`src/mcsfr_pkg.sv`:
```
// Constants and types shared by the core register set
`default_nettype none

package mcsfr_pkg;

    // ************************************************************
    // Widths and address map
    // ************************************************************
    localparam int         DATA_W       = 8;
    localparam int         PTR_W        = 16;
    localparam int         BIT_IDX_W    = 3;
    localparam logic [7:0] SFR_BASE     = 8'h80;
    localparam logic [7:0] ADDR_STACK   = 8'h81;
    localparam logic [7:0] ADDR_PTR_LO  = 8'h82;
    localparam logic [7:0] ADDR_PTR_HI  = 8'h83;
    localparam logic [7:0] ADDR_BAUD    = 8'h87;
    localparam logic [7:0] ADDR_SETUP   = 8'hAF;
    localparam logic [7:0] ADDR_FLAGS   = 8'hD0;
    localparam logic [7:0] ADDR_WORK    = 8'hE0;
    localparam logic [7:0] ADDR_MULOP   = 8'hF0;

    // ************************************************************
    // Reset values
    // ************************************************************
    localparam logic [7:0] RST_STACK    = 8'h07;
    localparam logic [7:0] RST_PTR_LO   = 8'h00;
    localparam logic [7:0] RST_PTR_HI   = 8'h00;
    localparam logic [7:0] RST_BAUD     = 8'h00;
    localparam logic [7:0] RST_SETUP    = 8'h81;
    localparam logic [7:0] RST_FLAGS    = 8'h00;
    localparam logic [7:0] RST_WORK     = 8'h00;
    localparam logic [7:0] RST_MULOP    = 8'h00;
    localparam logic [7:0] RD_NONE      = 8'h00;

    // ************************************************************
    // Field positions
    // ************************************************************
    localparam int FLG_CARRY  = 7;
    localparam int FLG_HALF   = 6;
    localparam int FLG_USER0  = 5;
    localparam int FLG_BANK_H = 4;
    localparam int FLG_BANK_L = 3;
    localparam int FLG_OVF    = 2;
    localparam int FLG_USER1  = 1;
    localparam int FLG_PARITY = 0;
    localparam int BAUD_DBL   = 7;

    // ************************************************************
    // Types
    // ************************************************************
    typedef enum logic [2:0] {
        MCSFR_OP_NONE = 3'h0,
        MCSFR_OP_ADD  = 3'h1,
        MCSFR_OP_ADDC = 3'h2,
        MCSFR_OP_SUBB = 3'h3,
        MCSFR_OP_MUL  = 3'h4,
        MCSFR_OP_DIV  = 3'h5
    } mcsfr_op_t;

    typedef struct packed {
        mcsfr_op_t op;
        logic      carry;
        logic      half;
        logic      ovf;
    } mcsfr_flag_upd_t;

    typedef struct packed {
        logic [7:0] addr;
        logic       wr;
        logic       rd;
        logic       indirect;
        logic [7:0] wdata;
    } mcsfr_dir_req_t;

    typedef struct packed {
        logic [7:0] addr;
        logic       wr;
        logic       rd;
        logic       wbit;
    } mcsfr_bit_req_t;

    typedef struct packed {
        logic stack;
        logic ptr_lo;
        logic ptr_hi;
        logic baud;
        logic setup;
        logic flags;
        logic work;
        logic mulop;
    } mcsfr_sel_t;

    // Byte address that owns a bit address
    function automatic logic [7:0] bit_owner(input logic [7:0] baddr);
        return {baddr[7:BIT_IDX_W], {BIT_IDX_W{1'b0}}};
    endfunction

    // Replace one bit of a byte
    function automatic logic [7:0] put_bit(input logic [7:0] v,
                                           input logic [2:0] idx,
                                           input logic       b);
        logic [7:0] r;
        r      = v;
        r[idx] = b;
        return r;
    endfunction

endpackage

`default_nettype wire

```
`src/mcsfr_core_regs.sv`:
```
// Core special-function register set of the 8-bit controller
// Contract
// - Registers lie within the top 128 data addresses, reached only directly.
// - Every core register but fetch counter, opcode holder, banks is here.
// - Only flags, working and multiply operand registers take bit access.
// - Flags bit 7 is carry, updated by all five arithmetic operations.
// - Flags bit 6 is half carry, updated only by the two add operations.
// - Flags bits 5 and 1 are free user flags with no hardware effect.
// - Flags bits 4:3 select register bank 0 to 3 by their binary value.
// - Flags bit 2 is signed overflow, updated like the carry.
// - Flags bit 0 keeps even parity over the working register plus itself.
// - Baud control bit 7 doubles the baud rate and resets to zero.
// - The 16-bit memory pointer is high byte 0x83 joined to low byte 0x82.
// - Both pointer bytes hold eight bits and clear on reset.
// - The stack register holds the stack address low byte, reset to 7.
// - A non bit-addressable setup byte sits at 0xAF.
`default_nettype none

module mcsfr_core_regs
    import mcsfr_pkg::*;
(
    input  wire logic                    I_CLOCK,
    input  wire logic                    I_NRST,
    input  wire mcsfr_pkg::mcsfr_dir_req_t  I_DIR,
    input  wire mcsfr_pkg::mcsfr_bit_req_t  I_BIT,
    input  wire mcsfr_pkg::mcsfr_flag_upd_t I_FLAG_UPD,
    input  wire logic                    I_WORK_LD,
    input  wire logic [7:0]              I_WORK_VAL,
    input  wire logic                    I_MULOP_LD,
    input  wire logic [7:0]              I_MULOP_VAL,
    input  wire logic                    I_PTR_LD,
    input  wire logic [15:0]             I_PTR_VAL,
    input  wire logic                    I_STACK_LD,
    input  wire logic [7:0]              I_STACK_VAL,
    output logic [7:0]                   O_RDATA,
    output logic                         O_RD_ACK,
    output logic                         O_BIT_RDATA,
    output logic                         O_BIT_ACK,
    output logic [7:0]                   O_WORK,
    output logic [7:0]                   O_MULOP,
    output logic [7:0]                   O_FLAGS,
    output logic [1:0]                   O_BANK,
    output logic [15:0]                  O_PTR,
    output logic [7:0]                   O_STACK,
    output logic                         O_BAUD_DOUBLER,
    output logic [7:0]                   O_SETUP
);

    // ************************************************************
    // Storage
    // ************************************************************
    logic [7:0] stack_top_index;
    logic [7:0] pointer_low_byte;
    logic [7:0] pointer_high_byte;
    logic [7:0] baud_control_word;
    logic [7:0] system_setup_byte;
    logic [7:0] processor_flags_word;
    logic [7:0] working_register;
    logic [7:0] multiply_operand_register;
    logic [7:0] rdata;
    logic       rd_ack;
    logic       bit_rdata;
    logic       bit_ack;

    // ************************************************************
    // Decode
    // ************************************************************
    mcsfr_sel_t dsel;
    mcsfr_sel_t bsel;
    logic       dhit;
    logic       bhit_any;
    logic       bhit;

    mcsfr_decode u_dir_decode (
        .i_addr     (I_DIR.addr),
        .i_indirect (I_DIR.indirect),
        .o_sel      (dsel),
        .o_hit      (dhit),
        .o_bitable  ()
    );

    // Bit accesses are always direct by nature
    mcsfr_decode u_bit_decode (
        .i_addr     (bit_owner(I_BIT.addr)),
        .i_indirect (1'b0),
        .o_sel      (bsel),
        .o_hit      (bhit_any),
        .o_bitable  (bhit)
    );

    wire [2:0] bidx = I_BIT.addr[BIT_IDX_W-1:0];
    wire       bwr  = I_BIT.wr && bhit;
    wire       brd  = I_BIT.rd && bhit;
    wire       dwr  = I_DIR.wr && dhit;
    wire       drd  = I_DIR.rd && dhit;

    // ************************************************************
    // Next values
    // ************************************************************
    wire [7:0] next_stack_top_index =
        I_STACK_LD                ? I_STACK_VAL :
        (dwr && dsel.stack)       ? I_DIR.wdata : stack_top_index;

    // Pointer loads as one 16-bit value or as two bytes
    wire [7:0] next_pointer_low_byte =
        I_PTR_LD                  ? I_PTR_VAL[7:0] :
        (dwr && dsel.ptr_lo)      ? I_DIR.wdata : pointer_low_byte;
    wire [7:0] next_pointer_high_byte =
        I_PTR_LD                  ? I_PTR_VAL[15:8] :
        (dwr && dsel.ptr_hi)      ? I_DIR.wdata : pointer_high_byte;

    // Low bits kept as written; software must leave them zero
    wire [7:0] next_baud_control_word =
        (dwr && dsel.baud)        ? I_DIR.wdata : baud_control_word;

    wire [7:0] next_system_setup_byte =
        (dwr && dsel.setup)       ? I_DIR.wdata : system_setup_byte;

    wire [7:0] next_working_register =
        I_WORK_LD                 ? I_WORK_VAL :
        (dwr && dsel.work)        ? I_DIR.wdata :
        (bwr && bsel.work)        ? put_bit(working_register, bidx,
                                            I_BIT.wbit) :
                                    working_register;

    wire [7:0] next_multiply_operand_register =
        I_MULOP_LD                ? I_MULOP_VAL :
        (dwr && dsel.mulop)       ? I_DIR.wdata :
        (bwr && bsel.mulop)       ? put_bit(multiply_operand_register,
                                            bidx, I_BIT.wbit) :
                                    multiply_operand_register;

    // Software view of the flags; hardware flag updates override it
    wire [7:0] sw_flags =
        (dwr && dsel.flags)       ? I_DIR.wdata :
        (bwr && bsel.flags)       ? put_bit(processor_flags_word, bidx,
                                            I_BIT.wbit) :
                                    processor_flags_word;

    logic [7:0] next_processor_flags_word;

    mcsfr_flags u_flags (
        .i_base  (sw_flags),
        .i_upd   (I_FLAG_UPD),
        .i_work  (next_working_register),
        .o_flags (next_processor_flags_word)
    );

    // ************************************************************
    // Read selection
    // ************************************************************
    wire [7:0] dir_mux =
          ({8{dsel.stack}}  & stack_top_index)
        | ({8{dsel.ptr_lo}} & pointer_low_byte)
        | ({8{dsel.ptr_hi}} & pointer_high_byte)
        | ({8{dsel.baud}}   & baud_control_word)
        | ({8{dsel.setup}}  & system_setup_byte)
        | ({8{dsel.flags}}  & processor_flags_word)
        | ({8{dsel.work}}   & working_register)
        | ({8{dsel.mulop}}  & multiply_operand_register);

    wire [7:0] bit_byte =
          ({8{bsel.flags}}  & processor_flags_word)
        | ({8{bsel.work}}   & working_register)
        | ({8{bsel.mulop}}  & multiply_operand_register);

    wire [7:0] next_rdata     = drd ? dir_mux : RD_NONE;
    wire       next_bit_rdata = brd && bit_byte[bidx];

    // ************************************************************
    // Registers
    // ************************************************************
    always_ff @(posedge I_CLOCK) begin
        if (!I_NRST) begin
            stack_top_index           <= RST_STACK;
            pointer_low_byte          <= RST_PTR_LO;
            pointer_high_byte         <= RST_PTR_HI;
            baud_control_word         <= RST_BAUD;
            system_setup_byte         <= RST_SETUP;
            processor_flags_word      <= RST_FLAGS;
            working_register          <= RST_WORK;
            multiply_operand_register <= RST_MULOP;
        end else begin
            stack_top_index           <= next_stack_top_index;
            pointer_low_byte          <= next_pointer_low_byte;
            pointer_high_byte         <= next_pointer_high_byte;
            baud_control_word         <= next_baud_control_word;
            system_setup_byte         <= next_system_setup_byte;
            processor_flags_word      <= next_processor_flags_word;
            working_register          <= next_working_register;
            multiply_operand_register <= next_multiply_operand_register;
        end
    end

    always_ff @(posedge I_CLOCK) begin
        if (!I_NRST) begin
            rdata     <= RD_NONE;
            rd_ack    <= 1'b0;
            bit_rdata <= 1'b0;
            bit_ack   <= 1'b0;
        end else begin
            rdata     <= next_rdata;
            rd_ack    <= drd;
            bit_rdata <= next_bit_rdata;
            bit_ack   <= brd;
        end
    end

    // ************************************************************
    // Outputs
    // ************************************************************
    assign O_RDATA        = rdata;
    assign O_RD_ACK       = rd_ack;
    assign O_BIT_RDATA    = bit_rdata;
    assign O_BIT_ACK      = bit_ack;
    assign O_WORK         = working_register;
    assign O_MULOP        = multiply_operand_register;
    assign O_FLAGS        = processor_flags_word;
    assign O_BANK         = processor_flags_word[FLG_BANK_H:FLG_BANK_L];
    assign O_PTR          = {pointer_high_byte, pointer_low_byte};
    assign O_STACK        = stack_top_index;
    assign O_BAUD_DOUBLER = baud_control_word[BAUD_DBL];
    assign O_SETUP        = system_setup_byte;

    // Fetch counter, opcode holder and banks stay in the core proper
    wire unused_ok = bhit_any;
endmodule // mcsfr_core_regs

`default_nettype wire

```
`src/mcsfr_decode.sv`:
```
// Address decoder for the core register set
`default_nettype none

module mcsfr_decode
    import mcsfr_pkg::*;
(
    input  wire logic [7:0] i_addr,
    input  wire logic       i_indirect,
    output mcsfr_sel_t      o_sel,
    output logic            o_hit,
    output logic            o_bitable
);
    // Indirect accesses to the upper half reach RAM, never these registers
    wire upper = (i_addr >= SFR_BASE) && !i_indirect;

    assign o_sel.stack  = upper && (i_addr == ADDR_STACK);
    assign o_sel.ptr_lo = upper && (i_addr == ADDR_PTR_LO);
    assign o_sel.ptr_hi = upper && (i_addr == ADDR_PTR_HI);
    assign o_sel.baud   = upper && (i_addr == ADDR_BAUD);
    assign o_sel.setup  = upper && (i_addr == ADDR_SETUP);
    assign o_sel.flags  = upper && (i_addr == ADDR_FLAGS);
    assign o_sel.work   = upper && (i_addr == ADDR_WORK);
    assign o_sel.mulop  = upper && (i_addr == ADDR_MULOP);

    assign o_hit     = |o_sel;
    assign o_bitable = o_sel.flags | o_sel.work | o_sel.mulop;
endmodule // mcsfr_decode

`default_nettype wire

```
`src/mcsfr_flags.sv`:
```
// Hardware update of the processor flags word
`default_nettype none

module mcsfr_flags
    import mcsfr_pkg::*;
(
    input  wire logic [7:0]      i_base,
    input  wire mcsfr_flag_upd_t i_upd,
    input  wire logic [7:0]      i_work,
    output logic [7:0]           o_flags
);
    wire arith = (i_upd.op == MCSFR_OP_ADD)  || (i_upd.op == MCSFR_OP_ADDC)
              || (i_upd.op == MCSFR_OP_SUBB) || (i_upd.op == MCSFR_OP_MUL)
              || (i_upd.op == MCSFR_OP_DIV);
    wire adds  = (i_upd.op == MCSFR_OP_ADD)  || (i_upd.op == MCSFR_OP_ADDC);

    wire cy = arith ? i_upd.carry : i_base[FLG_CARRY];
    wire ac = adds  ? i_upd.half  : i_base[FLG_HALF];
    wire ov = arith ? i_upd.ovf   : i_base[FLG_OVF];
    // Even parity over working register plus this bit
    wire par = ^i_work;

    assign o_flags = {cy, ac, i_base[FLG_USER0], i_base[FLG_BANK_H],
                      i_base[FLG_BANK_L], ov, i_base[FLG_USER1], par};
endmodule // mcsfr_flags

`default_nettype wire

```
`config.mk`:
```
export PLATFORM = sky130hd
export DESIGN_NAME = mcsfr_core_regs
export DESIGN_NICKNAME = d
export VERILOG_FILES = /design/src/mcsfr_pkg.sv /design/src/mcsfr_core_regs.sv /design/src/mcsfr_decode.sv /design/src/mcsfr_flags.sv
export SDC_FILE = /design/constraint.sdc
export NUM_CORES = 1
export LEC_CHECK = 0
export ABC_AREA = 1
export BUFFER_PORTS_ARGS = -buffer_cell sky130_fd_sc_hd__buf_2
export CAP_MARGIN = 20
export CORE_MARGIN = 8
export CORE_UTILIZATION = 51
export DETAILED_ROUTE_END_ITERATION = 16
export GPL_TIMING_DRIVEN = 0
export HOLD_SLACK_MARGIN = 0.15
export PLACE_DENSITY = 0.86
export SLEW_MARGIN = 15
export SYNTH_ARGS = -nofsm -noshare
export SYNTH_HDL_FRONTEND = slang
export SYNTH_SLANG_ARGS = --single-unit
```
`constraint.sdc`:
```
create_clock -name I_CLOCK -period 2.3 [get_ports I_CLOCK]
set_clock_uncertainty 0.05 [all_clocks]
set_input_delay 0.115 -clock I_CLOCK [delete_from_list [all_inputs] [get_ports I_CLOCK]]
set_output_delay 0.115 -clock I_CLOCK [all_outputs]
set_load 0.05 [all_outputs]
```
* Word-level counts from Yosys, hierarchy flattened
Index checks and enable logic that the tools add are counted.
** Word-level totals
- Flip-flop bits (word level) :: 75
- Latch bits :: 0
- Bits in writable memories :: 0
- Bits in read-only memories :: 0
- Input port bits :: 82
- Output and inout bits :: 70
- Memories :: 0
** Operators by class
- $add $sub $neg :: 0
- Multiply operators :: 0
- Div/mod/pow operators :: 0
- Order comparisons :: 4
- Equal/unequal tests :: 16
- Shift-type cells :: 0
- Multiplexer cells :: 24
- Bitwise gates (word level) :: 22
- Reduce and logical (&&, ||, !) cells :: 44
** Operators with widths (count)
- 8-bit 2-to-1 mux :: 14
- 8-bit bitwise AND :: 11
- 8-bit bitwise OR :: 9
- 8-bit equality test, second input constant :: 8
- 1-bit logical AND :: 29
- 8-bit bitwise mux :: 3
- 8-bit greater-or-equal comparator, second input constant :: 2
- 5-bit equality test, second input constant :: 3
- 3-bit nonzero test :: 3
- 2-bit nonzero test :: 4
- 8-bit OR reduction :: 1
- 8-bit parity :: 1
- 3-bit by 2-bit equality test with 1-bit output, second input constant :: 2
- 3-bit equality test, second input constant :: 2
- 1-bit 2-to-1 mux :: 5
- 1-bit logical OR :: 4
- 3-bit by 4-bit less-than comparator with 1-bit output, second input constant :: 1
- 1-bit binary-select mux with 3-bit select :: 1
- 1-bit demux with 3-bit select :: 1
- 3-bit by 1-bit equality test with 1-bit output, second input constant :: 1
- 3-bit by 1-bit greater-or-equal comparator with 1-bit output, second input constant :: 1
- 1-bit bitwise OR :: 2
- 2-bit AND reduction :: 1
- 1-bit logical NOT :: 1

* Logic depth before layout (Yosys ltp)
Gate-level depths: netlist (run 1).
- Depth in word-level cells :: 11
- Depth in mapped cells :: 18
- Mapped depth without buffers :: 17

* Hierarchy
A second synthesis (run 1) with hierarchy kept.
** Unflattened totals
- Cell total of the unflattened synthesis :: 790
- Area total of the unflattened synthesis :: 4799.6 µm²
** Modules (own cells, without submodules)
- mcsfr_core_regs :: instances 1, cells an instance 622, area each 4087.7 µm²
- mcsfr_decode :: instances 2, cells an instance 48, area each 198.9 µm²
- mcsfr_flags :: instances 1, cells an instance 72, area each 314.1 µm²

* Least setup slack after synthesis (run 1)
No wires, ideal clock.
- Path type :: flip-flop to flip-flop
- Start :: register working_register[0], in the netlist O_WORK[0]
- End :: register processor_flags_word[0], in the netlist O_FLAGS[0]
- Setup time :: 113 ps
- Data arrival time :: 1584 ps
- Setup slack :: 553 ps
- Cell stages (with the launch flop) :: 16
- Period minus slack after synthesis :: 1747 ps
- Cells stage by stage :: dfxtp_1 inv_1 nand2_1 nand2_1 nand2_1 nand2_1 nor2_1 nor2_1 nor2_1 nand2_1 nand2_1 nand2_1 nand2_1 nand2_1 nand2_1 nor2_1
** Between the ends
- Word-level cells in the longest chain between the ends :: 5
** RTL lines
- start: declaration :: RTL line mcsfr_core_regs.sv:58 : logic [7:0] working_register;
- start signal: assignment :: RTL line mcsfr_core_regs.sv:190 : working_register <= next_working_register;
- 8-bit bitwise mux :: RTL line mcsfr_pkg.sv:104 : r[idx] = b;
- 8-bit 2-to-1 mux * :: RTL line mcsfr_core_regs.sv:122 : (bwr && bsel.work) ? put_bit(working_register, bidx,
- 8-bit 2-to-1 mux * :: RTL line mcsfr_core_regs.sv:121 : (dwr && dsel.work) ? I_DIR.wdata :
- 8-bit 2-to-1 mux * :: RTL line mcsfr_core_regs.sv:120 : I_WORK_LD ? I_WORK_VAL :
- 8-bit parity * :: RTL line mcsfr_flags.sv:21 : wire par = ^i_work;
- end signal: assignment :: RTL line mcsfr_core_regs.sv:189 : processor_flags_word <= next_processor_flags_word;
- end: declaration :: RTL line mcsfr_core_regs.sv:57 : logic [7:0] processor_flags_word;
Every way passes the cells marked *; elsewhere a longest branch is shown, timed or not.
A chain may end at the register's enable or synchronous reset.

* Final worst setup path (run 1)
- Start :: input port I_BIT[10] in the netlist's numbering
- End :: register multiply_operand_register[2], in the netlist O_MULOP[2]
** Between the ends
- Word-level cells in the longest chain between the ends :: 7
- Elaborated cells on any way between the ends :: 12
- Those cells by class :: 1 x order compare; 3 x eq/ne; 2 x bitwise; 6 x reduce/logical
** RTL lines
- start: declaration :: RTL line mcsfr_core_regs.sv:25 : input wire mcsfr_pkg::mcsfr_bit_req_t I_BIT,
- 8-bit greater-or-equal comparator (tied with other cells) :: RTL line mcsfr_decode.sv:14 : wire upper = (i_addr >= SFR_BASE) && !i_indirect;
- 1-bit logical AND (on tied branches) :: RTL line mcsfr_decode.sv:21, mcsfr_decode.sv:22
- 1-bit bitwise OR (2 in a row) :: RTL line mcsfr_decode.sv:26 : assign o_bitable = o_sel.flags | o_sel.work | o_sel.mulop;
- 1-bit logical AND :: RTL line mcsfr_core_regs.sv:92 : wire bwr = I_BIT.wr && bhit;
- 1-bit logical AND * :: RTL line mcsfr_core_regs.sv:129 : (bwr && bsel.mulop) ? put_bit(multiply_operand_register,
- 3-bit nonzero test (no source line) *
- end signal: assignment :: RTL line mcsfr_core_regs.sv:191 : multiply_operand_register <= next_multiply_operand_register;
- end: declaration :: RTL line mcsfr_core_regs.sv:59 : logic [7:0] multiply_operand_register;
Marks and branches as above.

==> metrics.txt, run 1 <==
outcome=finished clean; die area=12270 µm²; simple-gate share of the synthesized area=31.71%; critical path capture point type=flip-flop; Core ar.=8721 µm²; vias in the first global route=slightly below 6000; Fmax achieved=463.4 MHz; Via Count=5978; I/O pin count=152; Synth area leaders=dfxtp_1 (33%), nand2_1 (15%), nor2_1 (8.4%); Fillers=around 760; actual slew at the worst max-slew pin=0.7158 ns; Yosys reg bits=75; total grt overflow=0; CP most frequent cell=nand2_1; Mapped Cells=723; area of the multi-input gates=2634 µm²; Vert. Die Dim=110.8 µm; CTS tree=yes; clk buf depth=2; CTS H-tree lvls=3; period utilisation layout=93.82%; synthesized area=4581 µm²; crit start category=primary input; Avg Synthesized Cell Area=between 6 and 7 µm²; Pwr Density=578.8 nW/µm²; compound-cell area share of the yosys netlist=about a quarter; Worst EP arrival=2.36 ns; kind of critical path=in2reg; DRT Wirelength=roughly 19 mm; drt wl/cell=roughly 18 µm; post-DP HPWL=14.18 mm; slowest stage delay, CP=0.56 ns; asr flop ratio synth=0%; Final Max Tran Viols=0; Post-layout nets=1020; leakage=approximately 3.2 nW; Vias/cell=5.688; num rows=34; GPL Wtd Cong=slightly above 1; Detail Route Antenna Nets=0; All-Layer GR Usage=29.78%; Die W=between 100 and 150 µm; area share of fa/ha/maj cells after synthesis=0%; max_slew headroom=about 52%; # setup viols final=0; Initial Util=52.53%; CTS root buf=clkbuf_8; Max VDD drop=roughly 0.00044 V; share of post-route cells with drive strength above 1=21.63%; dominant cell type by area after synthesis=dfxtp_1; ant diodes=0; Synthesized Nets=805; TritonCTS Sinks=75; Clock transition at path regs=0.09 ns; crit-path cells=buf_2, nand2_1, nor3b_1, nand2_1, inv_1, nand2_1, o211ai_1, nand2_1, nor2_1, dlygate4sd3_1, nor2_1; min Tclk post-route=2.158 ns; Ys Warns=0; number of enable flip-flop cells after synthesis=0; 1st-iter DRT viols=around 600; Remaining DRCs=0; initial antenna violation count=0; area delta synth->final=38.30%; Critical Path RT=2.50 ns; register area=about 1500 µm²; CP bufs+invs=3; Synth cell types=42; first-pass GRT wire length=29.97 mm; Final Util=72.64%; peak fanout along the critical path=8; top cells by count, synth=nand2_1 (178), nor2_1 (103), inv_1 (89), dfxtp_1 (75), a21oi_1 (59); XOR/XNOR share of the synthesized area=0%; TNS Setup=0 ns; CTS buffer count=9; Max Cap Viol=0; most common cell in the synthesized netlist=nand2_1; First-pass DRT Iterations=6; largest family of logic cells by synthesized area=simple AND/OR/NAND/NOR gates; RSZ-0062 raised after global routing=no; largest net degree at the start of global routing=14; Main synth FF type=dfxtp_1; post-synthesis mux area share=0%; Crit-path slowest cell=dlygate4sd3_1; worst hold-check path type=in2reg; PortBufs=146; Worst path top cell family by delay=simple AND/OR/NAND/NOR gates; sequential fraction of the synthesis area=32.78%; clk_lat worst skew=0.36 ns; Synth top area share=32.78%; Fin. Hold Viols=0
[placed cells by master, fill, tap and decap left out, types with 4 or more instances in the layout]
cell type / instances
inv_2: 5
a221oi_1: 7
nand2_1: 177
bufinv_16: 5
a21oi_1: 59
nand3_2: 5
buf_2: 149
nor2_2: 5
o2111ai_1: 4
nor2_4: 4
dlygate4sd3_1: 57
o221ai_1: 5
nor2_1: 102
nand3_1: 23
clkbuf_8: 9
inv_1: 89
clkbuf_1: 14
nor3_1: 9
o21ai_1: 6
buf_4: 5
o211ai_1: 13
o21ai_0: 54
a22oi_1: 24
dfxtp_1: 75
[layer usage]
layer  GRT usage [%]  vias to the layer above  wire length, µm
met2           49.28                      401             8695
met1           34.94                     2673             7393
met4           15.14                        0              849
met5               0                        -                0
met3           7.251                       78             2080
li1                -                     2826                -
[metrics by stage]
| step | power, mW | instance area [µm²] | std cells | hold slack [ns] | worst slack, ns |
|---|---|---|---|---|---|
| final | 3.667 | 6335 | 1051 | 0.1581 | 0.1422 |
| after global routing | 3.779 | 6335 | 1051 | 0.2006 | 0.01106 |
| after CTS | 3.633 | 6305 | 1050 | 0.1512 | 0.1340 |
| after detailed placement | 2.114 | 5446 | 977 | 0.3154 | 0.1604 |
| after global placement | 2.105 | 5446 | 977 | 0.3125 | 0.1893 |
| after floorplan | 1.868 | 4581 | 723 | 0.1914 | 0.5529 |
[cells by family after synthesis]
group,count (synthesis)
buf+inv,117
simple gates,340
compound gates,191
flops,75
[cell type report]
cell class | count | share of cell area [%]
Buffer | 22 | 1.718
Clock buffer | 9 | 1.955
Clock inverter | 7 | 2.587
Inverter | 95 | 5.669
Multi-Input combinational cell | 531 | 41.58
Sequential cell | 75 | 23.70
Tap cell | 108 | 2.133
Timing Repair Buffer | 204 | 20.66
[worst register-to-register path: cells and delay by family, from the launching register on]
family,cells,cell delay (ns)
flops,1,0.48
simple gates,12,0.87
compound gates,1,0.07
buf+inv,2,0.17
[final timing paths]
| kind | cells past startpoint | end | startpoint | slack (ns) |
|---|---|---|---|---|
| setup / recovery | 11 | O_MULOP[2] | I_BIT[10] | 0.14 |
| hold / removal | 5 | O_FLAGS[6] | I_FLAG_UPD[5] | 0.16 |
| setup reg to reg | 15 | O_FLAGS[0] | O_WORK[1] | 0.56 |
| hold reg to reg | 2 | baud_control_word[1] | baud_control_word[1] | 0.40 |
[state kept, by name (all words and copies together) (netlist names), 8 cells and up]
signal / cells
O_FLAGS: 8
O_MULOP: 8
O_RDATA: 8
O_SETUP: 8
O_STACK: 8
O_WORK: 8
baud_control_word: 8
pointer_high_byte: 8
pointer_low_byte: 8
[where the power goes]
group          switching (mW)  internal (mW)
combinational           0.515          0.257
clock                   0.540          0.941
sequential             0.0640           1.35
total                    1.12           2.55
[timing repair]
item / CTS / global route
endpoints found under the hold margin: 57 / 0
endpoints found under the setup margin: 0 / 5
hold buffers: 57 / 0
gates resized for setup: 0 / 6
setup buffers: 0 / 1
(Power assumes the default switching activity.)
==> run 2: changes to the inputs <==
--- a/config.mk
+++ b/config.mk
@@ -9,7 +9,7 @@
 export BUFFER_PORTS_ARGS = -buffer_cell sky130_fd_sc_hd__buf_2
 export CAP_MARGIN = 20
 export CORE_MARGIN = 8
-export CORE_UTILIZATION = 51
+export CORE_UTILIZATION = 52
 export DETAILED_ROUTE_END_ITERATION = 16
 export GPL_TIMING_DRIVEN = 0
 export HOLD_SLACK_MARGIN = 0.15
@@ -17,4 +17,5 @@
 export SLEW_MARGIN = 15
 export SYNTH_ARGS = -nofsm -noshare
 export SYNTH_HDL_FRONTEND = slang
+export SYNTH_HIERARCHICAL = 1
 export SYNTH_SLANG_ARGS = --single-unit
==> metrics.txt, run 2 <==
All-Layer GR Usage=30.84%; Place WS=-0.1580 ns; Vert. Die Dim=110.5 µm; TNS Setup=0 ns; Remaining DRCs=0; Crit-path slowest cell=dlygate4sd3_1; kind of critical path=in2reg; crit-path cells=buf_2, inv_1, clkbuf_1, a21oi_1, dlygate4sd3_1, o311ai_1, dlygate4sd3_1; CTS buffer count=9; Max VDD drop=roughly 0.00032 V; initial antenna violation count=0; 1st-iter DRT viols=759; P_int=2.119 mW; clk_lat worst skew=0.37 ns; ant diodes=0; # setup viols final=0; DRT Wirelength=around 20 mm; hold slack=0.1731 ns; Detail Route Antenna Nets=0; CP most frequent cell=dlygate4sd3_1; num rows=34; total grt overflow=0; share of power burned in the clock network=between 30% and 40%; die area=12210 µm²; Critical Path RT=2.56 ns; PortBufs=144; slowest stage delay, CP=approximately 0.6 ns; outcome=finished clean; I/O pin count=between 150 and 200; Via Count=about 6200; Pwr Density=502.8 nW/µm²; synthesized area=4646 µm²; max_slew headroom=about half; Final Max Tran Viols=0; Initial Util=53.53%; power share of the combinational group=23.7%; FF-to-FF setup slack=0.66 ns; post-layout power=3.228 mW; min Tclk post-route=2.080 ns; clk buf depth=2; drt wl/cell=17.96 µm; First-pass DRT Iterations=6; Max Cap Viol=0; Vias/cell=5.673; Mapped Cells=roughly 750; post-CTS setup buffer count=0; Ys Warns=6; share of total power in sequential cells=43.8%; reg2reg path depth=14; Post-layout nets=between 1000 and 1500; first-pass GRT wire length=30.84 mm; Clock transition at path regs=around 0.080 ns; CTS tree=yes; non-filler cells, final=1093; Net Switching=1.109 mW; TritonCTS Sinks=75; crit start category=primary input; final worst slack=between 0.2 and 0.25 ns; actual slew at the worst max-slew pin=around 0.74 ns; Avg Synthesized Cell Area=approximately 6.2 µm²; leakage=3.289 nW; largest net degree at the start of global routing=14; commonest non-fill, non-tap cells in the layout=nand2_1 (259), buf_2 (156), dfxtp_1 (75); Fin. Hold Viols=0; hold path cells=6; Die W=110.5 µm; CTS root buf=clkbuf_8; Core ar.=8678 µm²; peak fanout along the critical path=10; worst hold-check path type=in2reg; CTS H-tree lvls=3; critical path capture point type=flip-flop; share of post-route cells with drive strength above 1=a little under a quarter; area delta synth->final=38.19%; period utilisation layout=about nine tenths; Fmax achieved=480.8 MHz; placed cell count=1008; post-DP HPWL=13.78 mm; Worst EP arrival=2.34 ns; RSZ-0062 raised after global routing=no; vias in the first global route=just under 6000; Sw Share=roughly 34%; most common cell after layout, fill and taps aside=nand2_1; GPL Wtd Cong=about 1
==> run 2: final cells by class <==
type	instances	area [µm²]
multi-input cells	552	2591
fillers	738	2258
flip-flops and latches	75	1501
repair buffers	214	1421
inverters	85	326.6
plain buffers	44	255.2
well taps	108	135.1
clock buffers	9	123.9
clock inverters	6	65.06
==> run 2: through the flow <==
stage	utilization [%]	area (µm²)
2_1_floorplan	-	4657
3_3_place_gp	63.52	5513
3_5_place_dp	63.52	5513
4_1_cts	73.77	6402
5_1_grt	73.98	6420
6_report	73.98	6420
==> run 2: worst paths after layout <==
path | from | to
min | I_BIT[4] | O_BIT_RDATA
max | I_NRST | O_STACK[2]
min reg2reg | baud_control_word[1] | baud_control_word[1]
max reg2reg | O_WORK[0] | O_FLAGS[0]
==> run 2: metal layers <==
metal / vias up / GRT usage [%] / routed length [µm]
li1: 2910 / - / -
met1: 2735 / 36.57 / 7283
met2: 454 / 48.65 / 8820
met3: 102 / 8.225 / 2442
met4: 0 / 18.83 / 1082
met5: - / 0 / 0
==> run 2: power groups by stage <==
| stage | Sequential [mW] | Combinational [mW] | Clock, mW |
|---|---|---|---|
| 2_1_floorplan | 1.58 | 0.272 | 0 |
| 6_report | 1.41 | 0.766 | 1.05 |
| 3_5_place_dp | 1.44 | 0.650 | 0 |
| 4_1_cts | 1.41 | 0.746 | 1.04 |
| 3_3_place_gp | 1.44 | 0.642 | 0 |
| 5_1_grt | 1.41 | 0.828 | 1.09 |
==> run 2: critical path: cells and delay by family <==
family                 cells  cell delay (ns)
buffers and inverters      5             2.05
AO/OA/AOI/OAI              2             0.18
==> run 2: timing repair <==
item,4_1_cts,5_1_grt
endpoints found under the setup margin,0,4
gates resized for setup,0,6
hold endpoints to repair,56,0
hold buffers,70,0
==> run 3: changes to the inputs <==
--- a/config.mk
+++ b/config.mk
@@ -10,10 +10,12 @@
 export CAP_MARGIN = 20
 export CORE_MARGIN = 8
 export CORE_UTILIZATION = 52
+export CTS_CLUSTER_SIZE = 40
 export DETAILED_ROUTE_END_ITERATION = 16
 export GPL_TIMING_DRIVEN = 0
 export HOLD_SLACK_MARGIN = 0.15
 export PLACE_DENSITY = 0.86
+export RECOVER_POWER = 25
 export SLEW_MARGIN = 15
 export SYNTH_ARGS = -nofsm -noshare
 export SYNTH_HDL_FRONTEND = slang
==> metrics.txt, run 3 (synthesis results as in run 2) <==
vias in the first global route=5951; Critical Path RT=2.56 ns; # setup viols final=0; Remaining DRCs=0; GPL Wtd Cong=0.9783; gr busiest metal=met2; Final Cell Area=~6400 µm²; CP most frequent cell=dlygate4sd3_1; register area=1501 µm²; post-DP HPWL=between 10 and 15 mm; Core ar.=8678 µm²; CTS H-tree lvls=3; total grt overflow=0; max_slew headroom=roughly 48%; Worst EP arrival=2.37 ns; actual slew at the worst max-slew pin=0.7856 ns; Detail Route Antenna Nets=0; Die W=110.5 µm; Fillers=764; first-pass GRT wire length=between 30 and 40 mm; worst hold-check path type=in2reg; num rows=34; Clock transition at path regs=~0.08 ns; leakage=~3.2 nW; commonest non-fill, non-tap cells in the layout=nand2_1 (259), buf_2 (121), dfxtp_1 (75); Final Max Tran Viols=0; met3 usage=around 8%; Via Count=6206; First-pass DRT Iterations=6; ant diodes=0; I/O pin count=152; slowest stage delay, CP=0.60 ns; DRT Wirelength=19.59 mm; Fin. Hold Viols=0; clk buf depth=2; Vert. Die Dim=110.5 µm; non-filler cells, final=1093; critical path capture point type=flip-flop; Max Cap Viol=0; area delta synth->final=37.25%; Pwr Density=506.0 nW/µm²; Max VDD drop=0.0003216 V; Fmax achieved=474.1 MHz; clk_lat worst skew=0.37 ns; drt wl/cell=17.92 µm; share of post-route cells with drive strength above 1=20.10%; Initial Util=roughly 54%; kind of critical path=in2reg; GR Layer Usage met2=48.65%; Hold Startpoint=I_WORK_LD; crit start category=primary input; min Tclk post-route=2.109 ns; crit-path cells=buf_2, inv_1, clkbuf_1, a21oi_1, dlygate4sd3_1, o311ai_1, dlygate4sd3_1; area of the multi-input gates=2591 µm²; period utilisation layout=91.71%; die area=around 12000 µm²; Vias/cell=5.678; All-Layer GR Usage=between 30 and 40%; GR Layer Usage met1=a little over a third; most common cell after layout, fill and taps aside=nand2_1; placed instance area=5513 µm²; initial antenna violation count=0; largest net degree at the start of global routing=14; crit path from=I_NRST; TritonCTS Sinks=75; Crit-path slowest cell=clkbuf_1; outcome=finished clean; TNS Setup=0 ns; post-layout power=between 3 and 4 mW; CTS tree=yes; placed cell count=1008; Post-layout nets=1063; CTS root buf=clkbuf_8; 1st-iter DRT viols=692; PortBufs=144; CTS buffer count=9; RSZ-0062 raised after global routing=no; worst r2r src=O_WORK[0]; peak fanout along the critical path=10
-- run 3: changes by cell type in the layout (fill, tap and decap cells not counted), sizes merged --
| cell | previous run | this run |
|---|---|---|
| clkbuf | 23 | 58 |
| buf | 174 | 139 |
-- run 3: routing by layer --
layer / up-vias / wire [µm]
li1: 2907 / -
met1: 2773 / 7192
met2: 432 / 8849
met3: 94 / 2556
met4: 0 / 991
met5: - / 0
-- run 3: worst paths after layout --
kind,end,slack (ns),depth (start not counted)
setup reg to reg,O_FLAGS[0],0.64,14
hold reg to reg,baud_control_word[1],0.42,2
hold / removal,O_WORK[2],0.17,4
setup / recovery,O_STACK[2],0.19,7
-- run 3: final cells by class --
| class | count | area share (%) |
|---|---|---|
| clock inverter | 6 | 1.020 |
| multi-input combinational | 552 | 40.64 |
| tap | 108 | 2.119 |
| clock buffer | 9 | 1.943 |
| inverter | 85 | 5.122 |
| sequential | 75 | 23.55 |
| timing repair buffer | 214 | 21.61 |
| buffer | 44 | 4.003 |
-- run 3: report_power, final --
| part | switching [mW] | total [mW] | internal, mW |
|---|---|---|---|
| clock | 0.553 | 1.05 | 0.497 |
| combinational | 0.493 | 0.762 | 0.269 |
| sequential | 0.0664 | 1.41 | 1.35 |
-- run 3: per-stage QoR --
| step | setup slack (ns) | util, % | hold WS [ns] |
|---|---|---|---|
| finish | 0.1907 | 73.47 | 0.1702 |
| global route | 0.007553 | 73.47 | 0.2099 |
| CTS | 0.2026 | 73.77 | 0.1612 |
| detailed placement | -0.1580 | 63.52 | 0.3030 |
| global placement | -0.09090 | 63.52 | 0.2959 |
| floorplan | 0.3543 | - | 0.1984 |
-- run 3: what timing repair did --
item,in CTS,in global routing
hold buffers,70,0
hold endpoints to repair,56,0
resized for setup,0,6
buffers inserted,0,0
endpoints found under the setup margin,0,4
-- run 3: critical path, delay by kind of cell --
| family | cells | cell delay, ns |
|---|---|---|
| compound gates | 2 | 0.17 |
| buf+inv | 5 | 2.08 |
